**src/design/lpdc_pkg.sv**
```systemverilog
// constants and state types of the led pulse dimming control block
// assumes a single 25 MHz clock and an active-low asynchronous reset
package lpdc_pkg;

  localparam int CLK_PERIOD_NS = 40;
  localparam int CNT_W = 26;
  localparam int NCH = 6;
  localparam int NSYNC = 16;

  // times in their own unit, counts derived from the clock period
  localparam int POR_NS = 50_000;
  localparam int IDLE_NS = 1_630_000;
  localparam int HOLD_MIN_NS = 85_000;
  localparam int HOLD_MAX_NS = 200_000;
  localparam int PERIOD_MS = 1400;
  localparam int SS_NS = 1_300_000;
  localparam int BOOST_NS = 500_000;

  localparam int POR_CYC = (POR_NS + CLK_PERIOD_NS - 1) / CLK_PERIOD_NS;
  localparam int IDLE_CYC = IDLE_NS / CLK_PERIOD_NS;
  localparam int HOLD_MIN_CYC =
    (HOLD_MIN_NS + CLK_PERIOD_NS - 1) / CLK_PERIOD_NS;
  localparam int HOLD_CYC = HOLD_MAX_NS / CLK_PERIOD_NS;
  localparam int PERIOD_CYC = PERIOD_MS * (1_000_000 / CLK_PERIOD_NS);
  localparam int SS_CYC = SS_NS / CLK_PERIOD_NS;
  localparam int BOOST_CYC = BOOST_NS / CLK_PERIOD_NS;

  // register map
  localparam logic [7:0] STATUS_OFS = 8'h00;
  localparam logic [7:0] CTRL_OFS = 8'h04;
  localparam logic [31:0] RESET_WORD = 32'h0000_0000;
  localparam int CLR_ERR_BIT = 0;

  // brightness step held as data minus one
  localparam logic [3:0] STEP_FIRST = 4'h0;
  localparam logic [3:0] STEP_LAST = 4'hf;
  localparam logic [3:0] LEVEL_MAX = 4'hf;

  typedef enum logic [1:0] {
    ST_POR = 2'b00,
    ST_SAVE = 2'b01,
    ST_START = 2'b11,
    ST_RUN = 2'b10
  } lpdc_state_e;

  typedef enum logic [1:0] {
    PUMP_OFF = 2'b00,
    PUMP_PASS = 2'b01,
    PUMP_BOOST = 2'b10
  } lpdc_pump_e;

  typedef struct packed {
    logic [NSYNC-1:0] meta;
    logic [NSYNC-1:0] sync;
    logic [1:0] prev;
  } lpdc_sync_s;

  typedef struct packed {
    lpdc_state_e st;
    logic [CNT_W-1:0] tmr;
    logic [CNT_W-1:0] idle;
    logic [CNT_W-1:0] per;
    logic [CNT_W-1:0] hold;
    logic [3:0] step_a;
    logic [3:0] step_b;
    logic boost;
    lpdc_pump_e pump;
    logic act;
    logic [NCH-1:0] present;
    logic conn_err;
    logic [NCH-1:0] sink_on;
    logic [4*NCH-1:0] sink_lvl;
    logic pready;
    logic pslverr;
    logic [31:0] prdata;
  } lpdc_top_s;

endpackage

```
**src/design/lpdc_pins_if.sv**
```systemverilog
// synchronised pin levels passed from the input stage to the core
// assumes both ends run on the same clock
interface lpdc_pins_if;
  import lpdc_pkg::*;
  logic [1:0] pulse_lvl;
  logic [1:0] pulse_rise;
  logic [1:0] group_sel;
  logic [NCH-1:0] uc;
  logic [NCH-1:0] present;
  modport src (output pulse_lvl, pulse_rise, group_sel, uc, present);
  modport dst (input pulse_lvl, pulse_rise, group_sel, uc, present);
endinterface

```
**src/design/lpdc_core.sv**
```systemverilog
// pulse counting dimming control with automatic pump mode selection
// assumes analog comparators for undercurrent and led presence on pins
// Summary of operation
// - four-bit brightness step, sixteenth step gives zero current, drive off
// - seventeenth pulse wraps the step back to the first, full current
// - each step lowers current by one fifteenth of maximum
// - channels of an input carry no current while that input is low
// - each pulse input keeps its own brightness step
// - both inputs low for the idle time enters power save
// - entering power save resets both brightness steps
// - first rising edge on either input leaves power save
// - input already high at power up starts after the reset interval
// - group selects map channels between the two pulse inputs
// - only three output states: standby, pass-through, boost
// - pump mode comes from internal detection only
// - startup runs boost for a fixed interval to find connected leds
// - undercurrent on any connected, driven channel switches to boost
// - presence change flags error; idle channel never forces boost
// - periodic mode reset forces pass-through every 1.4 seconds
// - after mode reset, hold pass-through and ignore undercurrent
//
// Chosen here: the placing of the registers and the APB slave port.
module lpdc_core
  import lpdc_pkg::*;
#(
  parameter logic [CNT_W-1:0] IDLE_CYCLES = CNT_W'(IDLE_CYC),
  parameter logic [CNT_W-1:0] PERIOD_CYCLES = CNT_W'(PERIOD_CYC),
  parameter logic [CNT_W-1:0] HOLD_CYCLES = CNT_W'(HOLD_CYC),
  parameter logic [CNT_W-1:0] SS_CYCLES = CNT_W'(SS_CYC),
  parameter logic [CNT_W-1:0] BOOST_CYCLES = CNT_W'(BOOST_CYC)
) (
  // clock and reset
  input wire logic pclk,
  input wire logic presetn,
  // apb slave
  input wire logic psel,
  input wire logic penable,
  input wire logic pwrite,
  input wire logic [7:0] paddr,
  input wire logic [31:0] pwdata,
  output logic [31:0] prdata,
  output logic pready,
  output logic pslverr,
  // pulse and group pins
  input wire logic pulse_input_a,
  input wire logic pulse_input_b,
  input wire logic group_choice_a,
  input wire logic group_choice_b,
  // analog detector levels, one per sink
  input wire logic [NCH-1:0] undercurrent,
  input wire logic [NCH-1:0] led_present,
  // drive outputs
  output logic [NCH-1:0] sink_enable,
  output logic [4*NCH-1:0] led_drive_current,
  output logic [1:0] pump_output_mode,
  output logic active,
  output logic conn_error
);

  localparam logic [CNT_W-1:0] POR_CYCLES = CNT_W'(POR_CYC);
  localparam logic [CNT_W-1:0] ONE = CNT_W'(1);

  lpdc_pins_if pins ();
  lpdc_top_s q;
  lpdc_top_s d;

  lpdc_pin_sync u_sync (
    .pclk(pclk),
    .presetn(presetn),
    .raw({led_present, undercurrent, group_choice_a, group_choice_b,
          pulse_input_b, pulse_input_a}),
    .pins(pins.src)
  );

  logic any_high;
  logic any_rise;
  logic [NCH-1:0] on_b;
  logic [NCH-1:0] uc_live;
  logic mode_reset;
  logic apb_access;
  logic apb_setup;
  logic clr_err;

  assign any_high = |pins.pulse_lvl;
  assign any_rise = |pins.pulse_rise;
  assign mode_reset = (q.st == ST_RUN) && (q.per == PERIOD_CYCLES - ONE);
  assign uc_live = pins.uc & q.present & q.sink_on;
  assign apb_setup = psel && !penable;
  assign apb_access = psel && penable && q.pready;
  assign clr_err = apb_access && pwrite && (paddr == CTRL_OFS) &&
                   pwdata[CLR_ERR_BIT];

  // channels taken over by input b, counted from sink six downward
  always_comb begin
    case (pins.group_sel)
      2'b00: on_b = 6'b00_0000;
      2'b01: on_b = 6'b10_0000;
      2'b10: on_b = 6'b11_0000;
      2'b11: on_b = 6'b11_1000;
      default: on_b = 6'b00_0000;
    endcase
  end

  always_comb begin
    d = q;
    d.tmr = q.tmr + ONE;
    d.idle = any_high ? '0 : q.idle + ONE;
    case (q.st)
      ST_POR: begin
        // pins are ignored until the reset interval has run out
        if (q.tmr >= POR_CYCLES - ONE) begin
          d.tmr = '0;
          d.st = any_high ? ST_START : ST_SAVE;
          d.boost = any_high;
        end
      end
      ST_SAVE: begin
        d.tmr = '0;
        d.step_a = STEP_FIRST;
        d.step_b = STEP_FIRST;
        if (any_rise) begin
          d.st = ST_START;
          d.idle = '0;
          d.boost = 1'b1;
        end
      end
      ST_START: begin
        d.boost = 1'b1;
        if (q.tmr == BOOST_CYCLES - ONE) begin
          d.present = pins.present;
        end
        if (q.tmr >= SS_CYCLES - ONE) begin
          d.st = ST_RUN;
          d.boost = 1'b0;
          d.per = '0;
        end
      end
      ST_RUN: begin
        d.per = mode_reset ? '0 : q.per + ONE;
        if (q.hold != '0) begin
          d.hold = q.hold - ONE;
        end
        if (mode_reset) begin
          d.boost = 1'b0;
          // counting down to zero keeps the window within its length
          d.hold = HOLD_CYCLES - ONE;
        end else if (q.hold == '0 && |uc_live) begin
          d.boost = 1'b1;
        end
      end
      default: d.st = ST_POR;
    endcase
    // steps count in start and run; the waking edge itself is step one
    if (q.st == ST_START || q.st == ST_RUN) begin
      if (pins.pulse_rise[0]) begin
        d.step_a = q.step_a + 4'h1;
      end
      if (pins.pulse_rise[1]) begin
        d.step_b = q.step_b + 4'h1;
      end
      if (q.idle >= IDLE_CYCLES - ONE && !any_high) begin
        d.st = ST_SAVE;
        d.step_a = STEP_FIRST;
        d.step_b = STEP_FIRST;
        d.boost = 1'b0;
        d.hold = '0;
      end
    end
    // connection changes after startup are latched until cleared
    if (clr_err) begin
      d.conn_err = 1'b0;
    end
    if (q.st == ST_RUN && pins.present != q.present) begin
      d.conn_err = 1'b1;
    end
    // only three output states exist; mode is never set from outside
    case (d.st)
      ST_START, ST_RUN: d.pump = d.boost ? PUMP_BOOST : PUMP_PASS;
      default: d.pump = PUMP_OFF;
    endcase
    d.act = (d.pump != PUMP_OFF);
    for (int i = 0; i < NCH; i++) begin
      d.sink_on[i] = 1'b0;
      d.sink_lvl[4*i +: 4] = 4'h0;
      if (q.st == ST_RUN) begin
        if (on_b[i]) begin
          d.sink_lvl[4*i +: 4] = LEVEL_MAX - q.step_b;
          d.sink_on[i] = pins.pulse_lvl[1] &&
                         q.step_b != STEP_LAST;
        end else begin
          d.sink_lvl[4*i +: 4] = LEVEL_MAX - q.step_a;
          d.sink_on[i] = pins.pulse_lvl[0] &&
                         q.step_a != STEP_LAST;
        end
      end
    end
    // no wait state: ready rises in the first access cycle
    d.pready = apb_setup;
    d.pslverr = 1'b0;
    if (apb_setup) begin
      d.prdata = RESET_WORD;
      case (paddr)
        STATUS_OFS: d.prdata = {19'h0_0000, q.hold != '0, q.step_b,
                                q.step_a, 1'b0, q.conn_err, q.pump};
        CTRL_OFS: d.prdata = RESET_WORD;
        default: d.pslverr = 1'b1;
      endcase
    end
  end

  always_ff @(posedge pclk or negedge presetn) begin
    if (!presetn) begin
      q <= '0;
    end else begin
      q <= d;
    end
  end

  assign prdata = q.prdata;
  assign pready = q.pready;
  assign pslverr = q.pslverr;
  assign sink_enable = q.sink_on;
  assign led_drive_current = q.sink_lvl;
  assign pump_output_mode = q.pump;
  assign active = q.act;
  assign conn_error = q.conn_err;

  chk_step_wrap: assert property (
    @(posedge pclk) disable iff (!presetn)
    (q.st == ST_RUN && pins.pulse_rise[0] && q.step_a == STEP_LAST &&
     !(q.idle >= IDLE_CYCLES - ONE && !any_high))
    |=> q.step_a == STEP_FIRST)
    else $error("step a did not wrap to first step");

  chk_level_step: assert property (
    @(posedge pclk) disable iff (!presetn)
    (q.st == ST_RUN && !on_b[0] && $stable(q.step_a))
    |=> led_drive_current[3:0] == 4'hf - $past(q.step_a))
    else $error("sink one level does not follow step a");

  chk_low_off: assert property (
    @(posedge pclk) disable iff (!presetn)
    !pins.pulse_lvl[0] && !on_b[0] |=> !sink_enable[0])
    else $error("sink one driven while input a low");

  chk_save_steps: assert property (
    @(posedge pclk) disable iff (!presetn)
    q.st == ST_SAVE |=> q.step_a == STEP_FIRST && q.step_b == STEP_FIRST)
    else $error("steps not cleared in power save");

  chk_wake_edge: assert property (
    @(posedge pclk) disable iff (!presetn)
    q.st == ST_SAVE && any_rise |=> q.st == ST_START ##1 active)
    else $error("no wake on first rising edge");

  chk_idle_save: assert property (
    @(posedge pclk) disable iff (!presetn)
    (q.st == ST_RUN && !any_high && q.idle == IDLE_CYCLES - ONE)
    |=> q.st == ST_SAVE ##1 !active && sink_enable == '0)
    else $error("idle timeout did not enter power save");

  chk_idle_restart: assert property (
    @(posedge pclk) disable iff (!presetn)
    any_high |=> q.idle == '0)
    else $error("idle timer not restarted by high input");

  chk_start_boost: assert property (
    @(posedge pclk) disable iff (!presetn)
    q.st == ST_START && q.tmr < SS_CYCLES - ONE |=> q.boost)
    else $error("startup not in boost");

  chk_reset_hold: assert property (
    @(posedge pclk) disable iff (!presetn)
    mode_reset && !(q.idle >= IDLE_CYCLES - ONE && !any_high)
    |=> !q.boost [*8])
    else $error("boost during mode hold window");

  chk_boost_uc: assert property (
    @(posedge pclk) disable iff (!presetn)
    q.st == ST_RUN && !mode_reset && q.hold == '0 && |uc_live &&
    !(q.idle >= IDLE_CYCLES - ONE && !any_high)
    |=> pump_output_mode == PUMP_BOOST)
    else $error("undercurrent did not raise boost");

  chk_por_wait: assert property (
    @(posedge pclk) disable iff (!presetn)
    q.st == ST_POR && q.tmr < POR_CYCLES - ONE |=> q.st == ST_POR && !active)
    else $error("left power-on wait early");

  chk_last_off: assert property (
    @(posedge pclk) disable iff (!presetn)
    q.step_a == STEP_LAST && !on_b[0] |=> !sink_enable[0])
    else $error("sink one driven at the last step");

  chk_group_split: assert property (
    @(posedge pclk) disable iff (!presetn)
    pins.group_sel == 2'b11 && !pins.pulse_lvl[1]
    |=> sink_enable[5:3] == 3'b000)
    else $error("upper sinks driven with input b low");

  chk_uc_ignored: assert property (
    @(posedge pclk) disable iff (!presetn)
    q.st == ST_RUN && !q.boost && !mode_reset &&
    (pins.uc & q.present & q.sink_on) == '0 |=> !q.boost)
    else $error("boost without undercurrent on a driven sink");

  chk_conn_flag: assert property (
    @(posedge pclk) disable iff (!presetn)
    q.st == ST_RUN && pins.present != q.present |=> conn_error)
    else $error("presence change not flagged");

endmodule

```
**src/design/lpdc_pin_sync.sv**
```systemverilog
// two-stage synchroniser for every asynchronous pin and edge finder
// assumes raw pins come from outside the clock domain
module lpdc_pin_sync
  import lpdc_pkg::*;
(
  // clock and reset
  input wire logic pclk,
  input wire logic presetn,
  // raw pins: pulses, group choice, undercurrent, presence
  input wire logic [NSYNC-1:0] raw,
  // synchronised view
  lpdc_pins_if.src pins
);

  lpdc_sync_s s_q;
  lpdc_sync_s s_d;

  always_comb begin
    s_d = s_q;
    s_d.meta = raw;
    s_d.sync = s_q.meta;
    s_d.prev = s_q.sync[1:0];
  end

  always_ff @(posedge pclk or negedge presetn) begin
    if (!presetn) begin
      s_q <= '0;
    end else begin
      s_q <= s_d;
    end
  end

  // edges are taken from the second stage only
  assign pins.pulse_lvl = s_q.sync[1:0];
  assign pins.pulse_rise = s_q.sync[1:0] & ~s_q.prev;
  assign pins.group_sel = s_q.sync[3:2];
  assign pins.uc = s_q.sync[9:4];
  assign pins.present = s_q.sync[15:10];

endmodule

```
**config.mk**
```make
export PLATFORM = sky130hd
export DESIGN_NAME = lpdc_core
export DESIGN_NICKNAME = d
export VERILOG_FILES = /design/src/design/lpdc_pkg.sv /design/src/design/lpdc_pins_if.sv /design/src/design/lpdc_core.sv /design/src/design/lpdc_pin_sync.sv
export SDC_FILE = /design/constraint.sdc
export NUM_CORES = 1
export LEC_CHECK = 0
export ABC_CLOCK_PERIOD_IN_PS = 2640
export BUFFER_PORTS_ARGS = -buffer_cell sky130_fd_sc_hd__clkbuf_2
export CORE_MARGIN = 1.5
export CORE_UTILIZATION = 40
export DETAILED_ROUTE_END_ITERATION = 12
export GPL_ROUTABILITY_DRIVEN = 0
export PLACE_DENSITY = 0.62
export RECOVER_POWER = 100
export SYNTH_ARGS = -nofsm -noshare
export SYNTH_HDL_FRONTEND = slang
export SYNTH_HIERARCHICAL = 1
export SYNTH_SLANG_ARGS = --single-unit
```
**constraint.sdc**
```tcl
create_clock -name pclk -period 2.64 [get_ports pclk]
set_input_delay 0.396 -clock pclk [delete_from_list [all_inputs] [get_ports pclk]]
set_output_delay 0.396 -clock pclk [all_outputs]
set_load 0.005 [all_outputs]
```
* Word-level counts from Yosys, hierarchy flattened
Index checks and enable logic that the tools add are counted.
** Word-level totals
- Output and inout bits :: 68
- Word-level logic and storage cells :: 140
- Register bits :: 223
- Input port bits :: 61
** Cells by class
- Magnitude comparators :: 3
- Reductions and logical operators :: 30
- Add/sub/neg operators :: 8
- Eq/ne operators :: 15
- Bitwise gates (word level) :: 4
- Multiplexer cells :: 60
** Operators by type and width (number)
- two-way mux 26 bit :: 8
- case mux 26 bit (2 select lines) :: 2
- adder 26 x 1 -> 26 bit, second input constant :: 3
- two-way mux 35 bit :: 2
- two-way mux 4 bit :: 14
- two-way mux 33 bit :: 1
- two-way mux 28 bit :: 1
- == test 26 x 14 -> 1 bit, second input constant :: 1
- == test 26 bit, second input constant :: 1
- >= comparator 26 x 11 -> 1 bit, second input constant :: 1
- >= comparator 26 x 15 -> 1 bit, second input constant :: 1
- >= comparator 26 x 16 -> 1 bit, second input constant :: 1
- logical NOT 26 bit :: 1
- nonzero test 26 bit :: 1
- subtractor 26 x 1 -> 26 bit, second input constant :: 1
- case mux 6 bit (4 select lines) :: 1
- two-way mux 1 bit :: 20
- two-way mux 2 bit :: 7
- two-way mux 13 bit :: 1
- AND 6 bit :: 2
- == test 2 bit, second input constant :: 6
- logical AND 1 bit :: 12
- adder 4 x 1 -> 4 bit, second input constant :: 2
- == test 8 x 3 -> 1 bit, second input constant :: 1
- 18 further kinds :: 29

* Depth between registers and ports, before layout
Gate-level depths: netlist (run 1).
- Depth in word-level cells :: 12
- Mapped depth :: 9
- Depth with buffers taken out :: 7

* By module
Netlist (run 1), hierarchy kept.
** By module, submodules not included
- lpdc_core :: area each 8707.1 um2, cells each 920, sequential area each 3978.8 um2, times used 1
- lpdc_pin_sync :: area each 998.5 um2, cells each 52, sequential area each 850.8 um2, times used 1

* Least setup slack after synthesis (run 1)
No wires, ideal clock.
- Path type :: flip-flop to flip-flop
- Start :: reg q[103] in the netlist's numbering
- End :: reg q[108] in the netlist's numbering
- Required time :: 2.558 ns
- Setup slack :: 0.485 ns
- Period minus slack after synthesis :: 2.155 ns
- Path buffers :: 0
- Setup time :: 0.082 ns
- Cell stages (with the launch flop) :: 6
- Data arrival time :: 2.073 ns
- Cell sequence :: dfrtp_1 > nor4_4 > nand4b_4 > or4_4 > or4b_1 > a31oi_1
** RTL lines
- from (decl) :: RTL line lpdc_core.sv:64 : lpdc_top_s q;
- from (signal assigned) :: RTL line lpdc_core.sv:213 : q <= '0;
- from (signal assigned) :: RTL line lpdc_core.sv:215 : q <= d;

==> results of run 1 <==
==> flip-flops by register name, indices dropped and copies added (netlist names) <==
register / count
active: 1
conn_error: 1
led_drive_current: 16
prdata: 12
pready: 1
pslverr: 1
pump_output_mode: 2
q: 121
sink_enable: 4
u_sync/pins.group_sel: 2
u_sync/pins.present: 6
u_sync/pins.pulse_lvl: 2
u_sync/pins.uc: 6
u_sync/s_d: 16
u_sync/s_q: 2
==> critical path, stage by stage (launching register included) <==
cell,delay (ns)
dfrtp_1,0.41
ha_1,0.22
nand3_1,0.18
nor4_2,0.62
nand2_2,0.32
nand2b_1,0.14
buf_2,0.31
nor2_1,0.09
==> report_power, final <==
| group | total (W) | internal, W | switching (W) |
|---|---|---|---|
| Sequential | 0.00300 | 0.00298 | 0.0000201 |
| Combinational | 0.000134 | 0.0000360 | 0.0000975 |
| Clock | 0.00279 | 0.00136 | 0.00144 |
| Total | 0.00593 | 0.00437 | 0.00156 |
==> logic make-up after synthesis <==
| logic type | share of synthesized area (%) |
|---|---|
| AO/OA/AOI/OAI | 11.2 |
| XOR/XNOR | 5.41 |
| adder cells (fa/ha/maj) | 1.42 |
| buffers and inverters | 8.70 |
| flip-flops | 49.8 |
| multiplexers | 1.62 |
| other | 0.0386 |
| AND/OR/NAND/NOR | 21.9 |
==> how the worst max path moves through the flow <==
stage,depth (start not counted),slack [ns],endpoint
2_1_floorplan,5,0.48,q[108]
3_3_place_gp,7,0.23,q[93]
3_5_place_dp,7,0.21,q[102]
4_1_cts,7,0.16,q[102]
5_1_grt,7,0.03,q[104]
6_report,7,0.22,q[93]
==> placed cells by master (no fill, tap or decap), types with 15 or more instances in the layout <==
cell,n
dfrtp_1,193
nor2_1,101
nand2_1,70
clkbuf_2,58
nand4_1,39
nand3_1,35
xnor2_1,33
xor2_1,27
a21oi_1,27
clkbuf_1,26
inv_1,25
a211oi_1,25
nor3_1,22
conb_1,20
a31oi_1,18
and3_1,17
o21ai_0,17
clkbuf_16,17
buf_4,16
nor4_1,15
==> per-layer routing <==
| layer | up-vias | part of all wire (%) | wire length [um] |
|---|---|---|---|
| li1 | 3427 | - | - |
| met1 | 3445 | 50 | 10100 |
| met2 | 140 | 45 | 9110 |
| met3 | 15 | 3.5 | 710 |
| met4 | 0 | 1.1 | 212 |
| met5 | - | 0 | 0 |
==> layout make-up <==
type	instances	area (sq um)	area share, %
multi-input combinational	654	4120	38.6
sequential	193	4830	45.3
inverter	25	93.8	0.880
timing repair buffer	105	559	5.25
clock buffer	17	425	3.99
tap	319	399	3.74
clock inverter	15	235	2.21
==> timing repair <==
item / in CTS / in global routing
hold buffers: 1 / 0
endpoints found under the hold margin: 56 / 0
resized for setup: 0 / 1
setup endpoints to repair: 0 / 7
==> through the flow <==
stage	instances	util [%]
6_report	1328	45.2
2_1_floorplan	991	-
5_1_grt	1328	45.2
3_5_place_dp	1295	42.6
4_1_cts	1328	45.5
3_3_place_gp	1295	42.6
==> results.sh, run 1 <==
export IMPL_min_to="u_sync/s_d[8]"
export IMPL_fin_skew_ns=0.0108
export IMPL_antenna_cells=0
export IMPL_grt_pass1_wl_um=33900
export IMPL_portBuffers=77
export IMPL_die_area_sq_um=25200
export IMPL_drive_gt1_share_pct=14.0
export IMPL_rr_endpoint="q[93]"
export IMPL_yosys_warnings=6
export IMPL_clock_sinks=193
export IMPL_slew_violations=59
export IMPL_rows=56
export IMPL_core_area_sq_um=23600
export IMPL_dp_slack_ns=0.205
export IMPL_dp_hpwl_um=13600
export IMPL_setup_violations_final=0
export IMPL_htreeDepth=4
export IMPL_powerDensity_nw_per_um2=556
export IMPL_synth_area_sq_um=9710
export IMPL_period_needed_ns=2.42
export IMPL_r2r_cells=7
export IMPL_worstMarginPinSlew_ns=1.54
export IMPL_critical_path_class="flop to flop"
export IMPL_clock_latency_ns=0.44
export IMPL_start_kind="flop"
export IMPL_ant_nets=0
export IMPL_crit_path_start="q[109]"
export IMPL_placed_cell_area_sq_um=10100
export IMPL_grt_usage_pct=16.4
export IMPL_final_area_sq_um=10700
export IMPL_worstSetupEndpointType="flop"
export IMPL_grt_pass1_vias=6645
export IMPL_peakVddDrop_mv=0.441
export IMPL_grtUsageMet1_pct=23.6
export IMPL_synth_top_area_cell="dfrtp_1"
export IMPL_r2r_setup_slack_ns=0.22
export IMPL_path_clk_slew_ns=0.09
export IMPL_hold_slack_ns=0.0473
export IMPL_layout_setup_ws_ns=0.224
export IMPL_ys_seq_area_share_pct=49.8
export IMPL_synth_cell_type_count=71
export IMPL_required_ns=2.96
export IMPL_synthFlopType="dfrtp_1"
export IMPL_status="complete, but fails checks"
export IMPL_routedWlPerCell_um=15.1
export IMPL_arrival_ns=2.74
export IMPL_start_util_pct=41.1
export IMPL_cts_buffers=17
export IMPL_r2r_start="q[109]"
export IMPL_n_fill_cell=2265
export IMPL_fmax_mhz=414
export IMPL_min_path_cells=1
export IMPL_busiest_layer="met2"
export IMPL_synth_async_sr_flop_share_pct=100
export IMPL_post_synth_top_count_cell="dfrtp_1"
export IMPL_synth_edf_count=0
export IMPL_die_w_um=159
export IMPL_worst_path_max_fanout=17
export IMPL_drt_initial_drc_count=493
export IMPL_violations="capacitance limit, slew limit"
export IMPL_vias_per_cell=5.29
export IMPL_clock_root_buffer="clkbuf_16"
export IMPL_die_h_um=159
export IMPL_ios=129
export IMPL_netlist_instances=972
export IMPL_hold_path_class="input pin to flop"
export IMPL_postCtsSetupBuffers=0
export IMPL_yosysTopAreaCellShare_pct=49.8
export IMPL_fin_nets=1068
export IMPL_finalPower_w=0.00593
export IMPL_grtUsageMet2_pct=25.3
export IMPL_vias=7027
export IMPL_routed_wl_um=20100
export IMPL_grt_overflow=0
export IMPL_maxCapViolations=1
export IMPL_first_pass_iters=5
export IMPL_ys_ff_latch=193
export IMPL_drc=0
export IMPL_cts_tree="built"
export IMPL_maxSlewHeadroom_pct=-2.90
export IMPL_fin_setup_tns_ns=0
export IMPL_syn_to_final_growth_pct=9.85
export IMPL_period_share_pct=91.5
export IMPL_leakage_nw=4.72
export IMPL_rsz0062_at_grt="no"
export IMPL_min_from="undercurrent[2]"
export IMPL_grt_use_met3_pct=2.98
export IMPL_synth_area_leaders="dfrtp_1, buf_4, nor2_1"
export IMPL_ys_top_cells_by_count="dfrtp_1, nor2_1, buf_4, nand2_1, nand4_1"
export IMPL_grt_max_degree=60
export IMPL_syn_avg_cell_area_sq_um=9.99
export IMPL_hold_violations=0
export IMPL_antenna_found_initial=0
export IMPL_clockBufferDepth=2
(Power assumes the default switching activity.)
==> inputs of run 2 (changes only) <==
ABC_CLOCK_PERIOD_IN_PS = 2750   (was 2640)
clock period = 2.75 ns   (was 2.64 ns; I/O delays follow)
==> run 2 against run 1 <==
Compared with the run above:
- the run still ends with capacitance limit, slew limit left
- sequential power is 4% lower
- worst hold slack better by 0.024 ns
- clock skew is 0.0052 ns higher
- global-route usage is 0.087 points higher
- flip-flop and latch count stayed put
- register-to-register slack hardly changed
- non-clock buffer count is 3 lower
- critical path depth is 2 lower
- combinational power is 4% lower
- critical path type unchanged
==> results.sh, run 2 (synthesized netlist as in run 1, its figures left out) <==
export IMPL_die_h_um=159
export IMPL_mostFrequentLayoutCells="dfrtp_1, nor2_1, nand2_1"
export IMPL_r2r_cells=5
export IMPL_violations="capacitance limit, slew limit"
export IMPL_p_clk_share_pct=45.7
export IMPL_final_common_cell="dfrtp_1"
export IMPL_period_share_pct=91.6
export IMPL_grt_max_degree=73
export IMPL_maxSlewHeadroom_pct=-29.8
export IMPL_min_path_cells=1
export IMPL_cts_hold_buf=0
export IMPL_slew_violations=71
export IMPL_rsz0062_at_grt="no"
export IMPL_ant_nets=0
export IMPL_largest_reg_flops=121
export IMPL_core_area_sq_um=23600
export IMPL_grt_pass1_vias=6692
export IMPL_grt_overflow=0
export IMPL_arrival_ns=2.87
export IMPL_hold_path_class="input pin to flop"
export IMPL_syn_to_final_growth_pct=9.13
export IMPL_antenna_found_initial=0
export IMPL_ctsResizeCount=0
export IMPL_critical_path_class="flop to flop"
export IMPL_status="complete, but fails checks"
export IMPL_vias=7004
export IMPL_worstMarginPinSlew_ns=1.95
export IMPL_peakVddDrop_mv=0.294
export IMPL_routed_wl_um=20000
export IMPL_period_needed_ns=2.52
export IMPL_clock_latency_ns=0.44
export IMPL_routedWlPerCell_um=15.1
export IMPL_worst_path_max_fanout=9
export IMPL_die_w_um=159
export IMPL_p_switching_w=0.00140
export IMPL_powerDensity_nw_per_um2=524
export IMPL_drt_initial_drc_count=481
export IMPL_antenna_cells=0
export IMPL_fin_skew_ns=0.0159
export IMPL_path_clk_slew_ns=0.09
export IMPL_n_fill_cell=2241
export IMPL_fin_setup_tns_ns=0
export IMPL_crit_chain="nor4_4, nand4b_1, or4_4, or4b_1, a31oi_1"
export IMPL_leakage_nw=4.68
export IMPL_start_kind="flop"
export IMPL_die_area_sq_um=25200
export IMPL_hold_violations=0
export IMPL_grt_pass1_wl_um=34200
export IMPL_clock_sinks=193
export IMPL_slowest_delay_ns=0.64
export IMPL_critical_path_buf_inv_count=0
export IMPL_first_pass_iters=5
export IMPL_cp_depth=5
export IMPL_cell_internal_pwr_w=0.00415
export IMPL_fin_nets=1065
export IMPL_start_util_pct=41.1
export IMPL_setup_violations_final=0
export IMPL_clock_root_buffer="clkbuf_16"
export IMPL_fmax_mhz=397
export IMPL_drive_gt1_share_pct=13.0
export IMPL_power_frac_seq_pct=52.0
export IMPL_required_ns=3.10
export IMPL_grt_usage_pct=16.5
export IMPL_p_sw_share_pct=25.2
export IMPL_maxCapViolations=1
export IMPL_rows=56
export IMPL_vias_per_cell=5.29
export IMPL_htreeDepth=4
export IMPL_dp_hpwl_um=13700
export IMPL_max_flop_register="q"
export IMPL_drc=0
export IMPL_worstSetupEndpointType="flop"
export IMPL_hold_slack_ns=0.0708
export IMPL_postCtsSetupBuffers=0
export IMPL_crit_family="simple AND/OR/NAND/NOR gates"
export IMPL_power_frac_comb_pct=2.3
export IMPL_critPathSlowestCell="or4_4"
export IMPL_clockBufferDepth=2
export IMPL_ios=129
export IMPL_portBuffers=77
export IMPL_cts_tree="built"
export IMPL_cts_buffers=17
## run 2: cell type report
cell class / instances / area [sq um] / area share [%]
inverters: 25 / 93.8 / 0.886
multi-input cells: 654 / 4090 / 38.6
well taps: 319 / 399 / 3.77
clock inverters: 15 / 209 / 1.97
clock buffers: 17 / 425 / 4.02
repair buffers: 102 / 543 / 5.13
flip-flops and latches: 193 / 4830 / 45.6
## run 2: power groups by stage
stage	registers (W)	logic, W	clock network [W]
after detailed placement	0.00294	0.000139	0
final	0.00288	0.000129	0.00254
after global placement	0.00294	0.000138	0
after CTS	0.00288	0.000139	0.00262
after floorplan	0.00293	0.0000793	0
after global routing	0.00289	0.000152	0.00276
## run 2: metrics by stage
stage               instances  cell area [sq um]  setup slack, ns  util, %  power (W)
floorplan                 991               9780            0.595        -    0.00301
global route             1325              10600           0.0305     44.9    0.00579
finish                   1325              10600            0.231     44.9    0.00555
global placement         1293              10100            0.321     42.6    0.00308
CTS                      1325              10700            0.243     45.3    0.00565
detailed placement       1293              10100            0.254     42.6    0.00308
## run 2: worst reg2reg max path, cell delays in order (launching register included)
cell and delay, ns:
dfrtp_1 0.44, nor4_4 0.32, nand4b_1 0.40, or4_4 0.64, or4b_1 0.47, a31oi_1 0.17
## run 2: worst paths after layout
path                                      start           endpoint  slack [ns]
worst min register to register   u_sync/s_d[11]  u_sync/pins.uc[5]        0.35
worst max register to register           q[103]             q[108]        0.23
min in group asynchronous               presetn             q[173]        0.53
max in group asynchronous               presetn              q[89]        0.58
worst min-delay path            undercurrent[2]      u_sync/s_d[8]        0.07
worst max-delay path                     q[103]             q[108]        0.23
## run 2: layer usage
| layer | GRT usage (%) | vias to the layer above | routed length [um] |
|---|---|---|---|
| met3 | 2.82 | 10 | 690 |
| met4 | 4.98 | 0 | 184 |
| li1 | - | 3418 | - |
| met2 | 25.6 | 139 | 9210 |
| met5 | 0 | - | 0 |
| met1 | 23.6 | 3437 | 9940 |
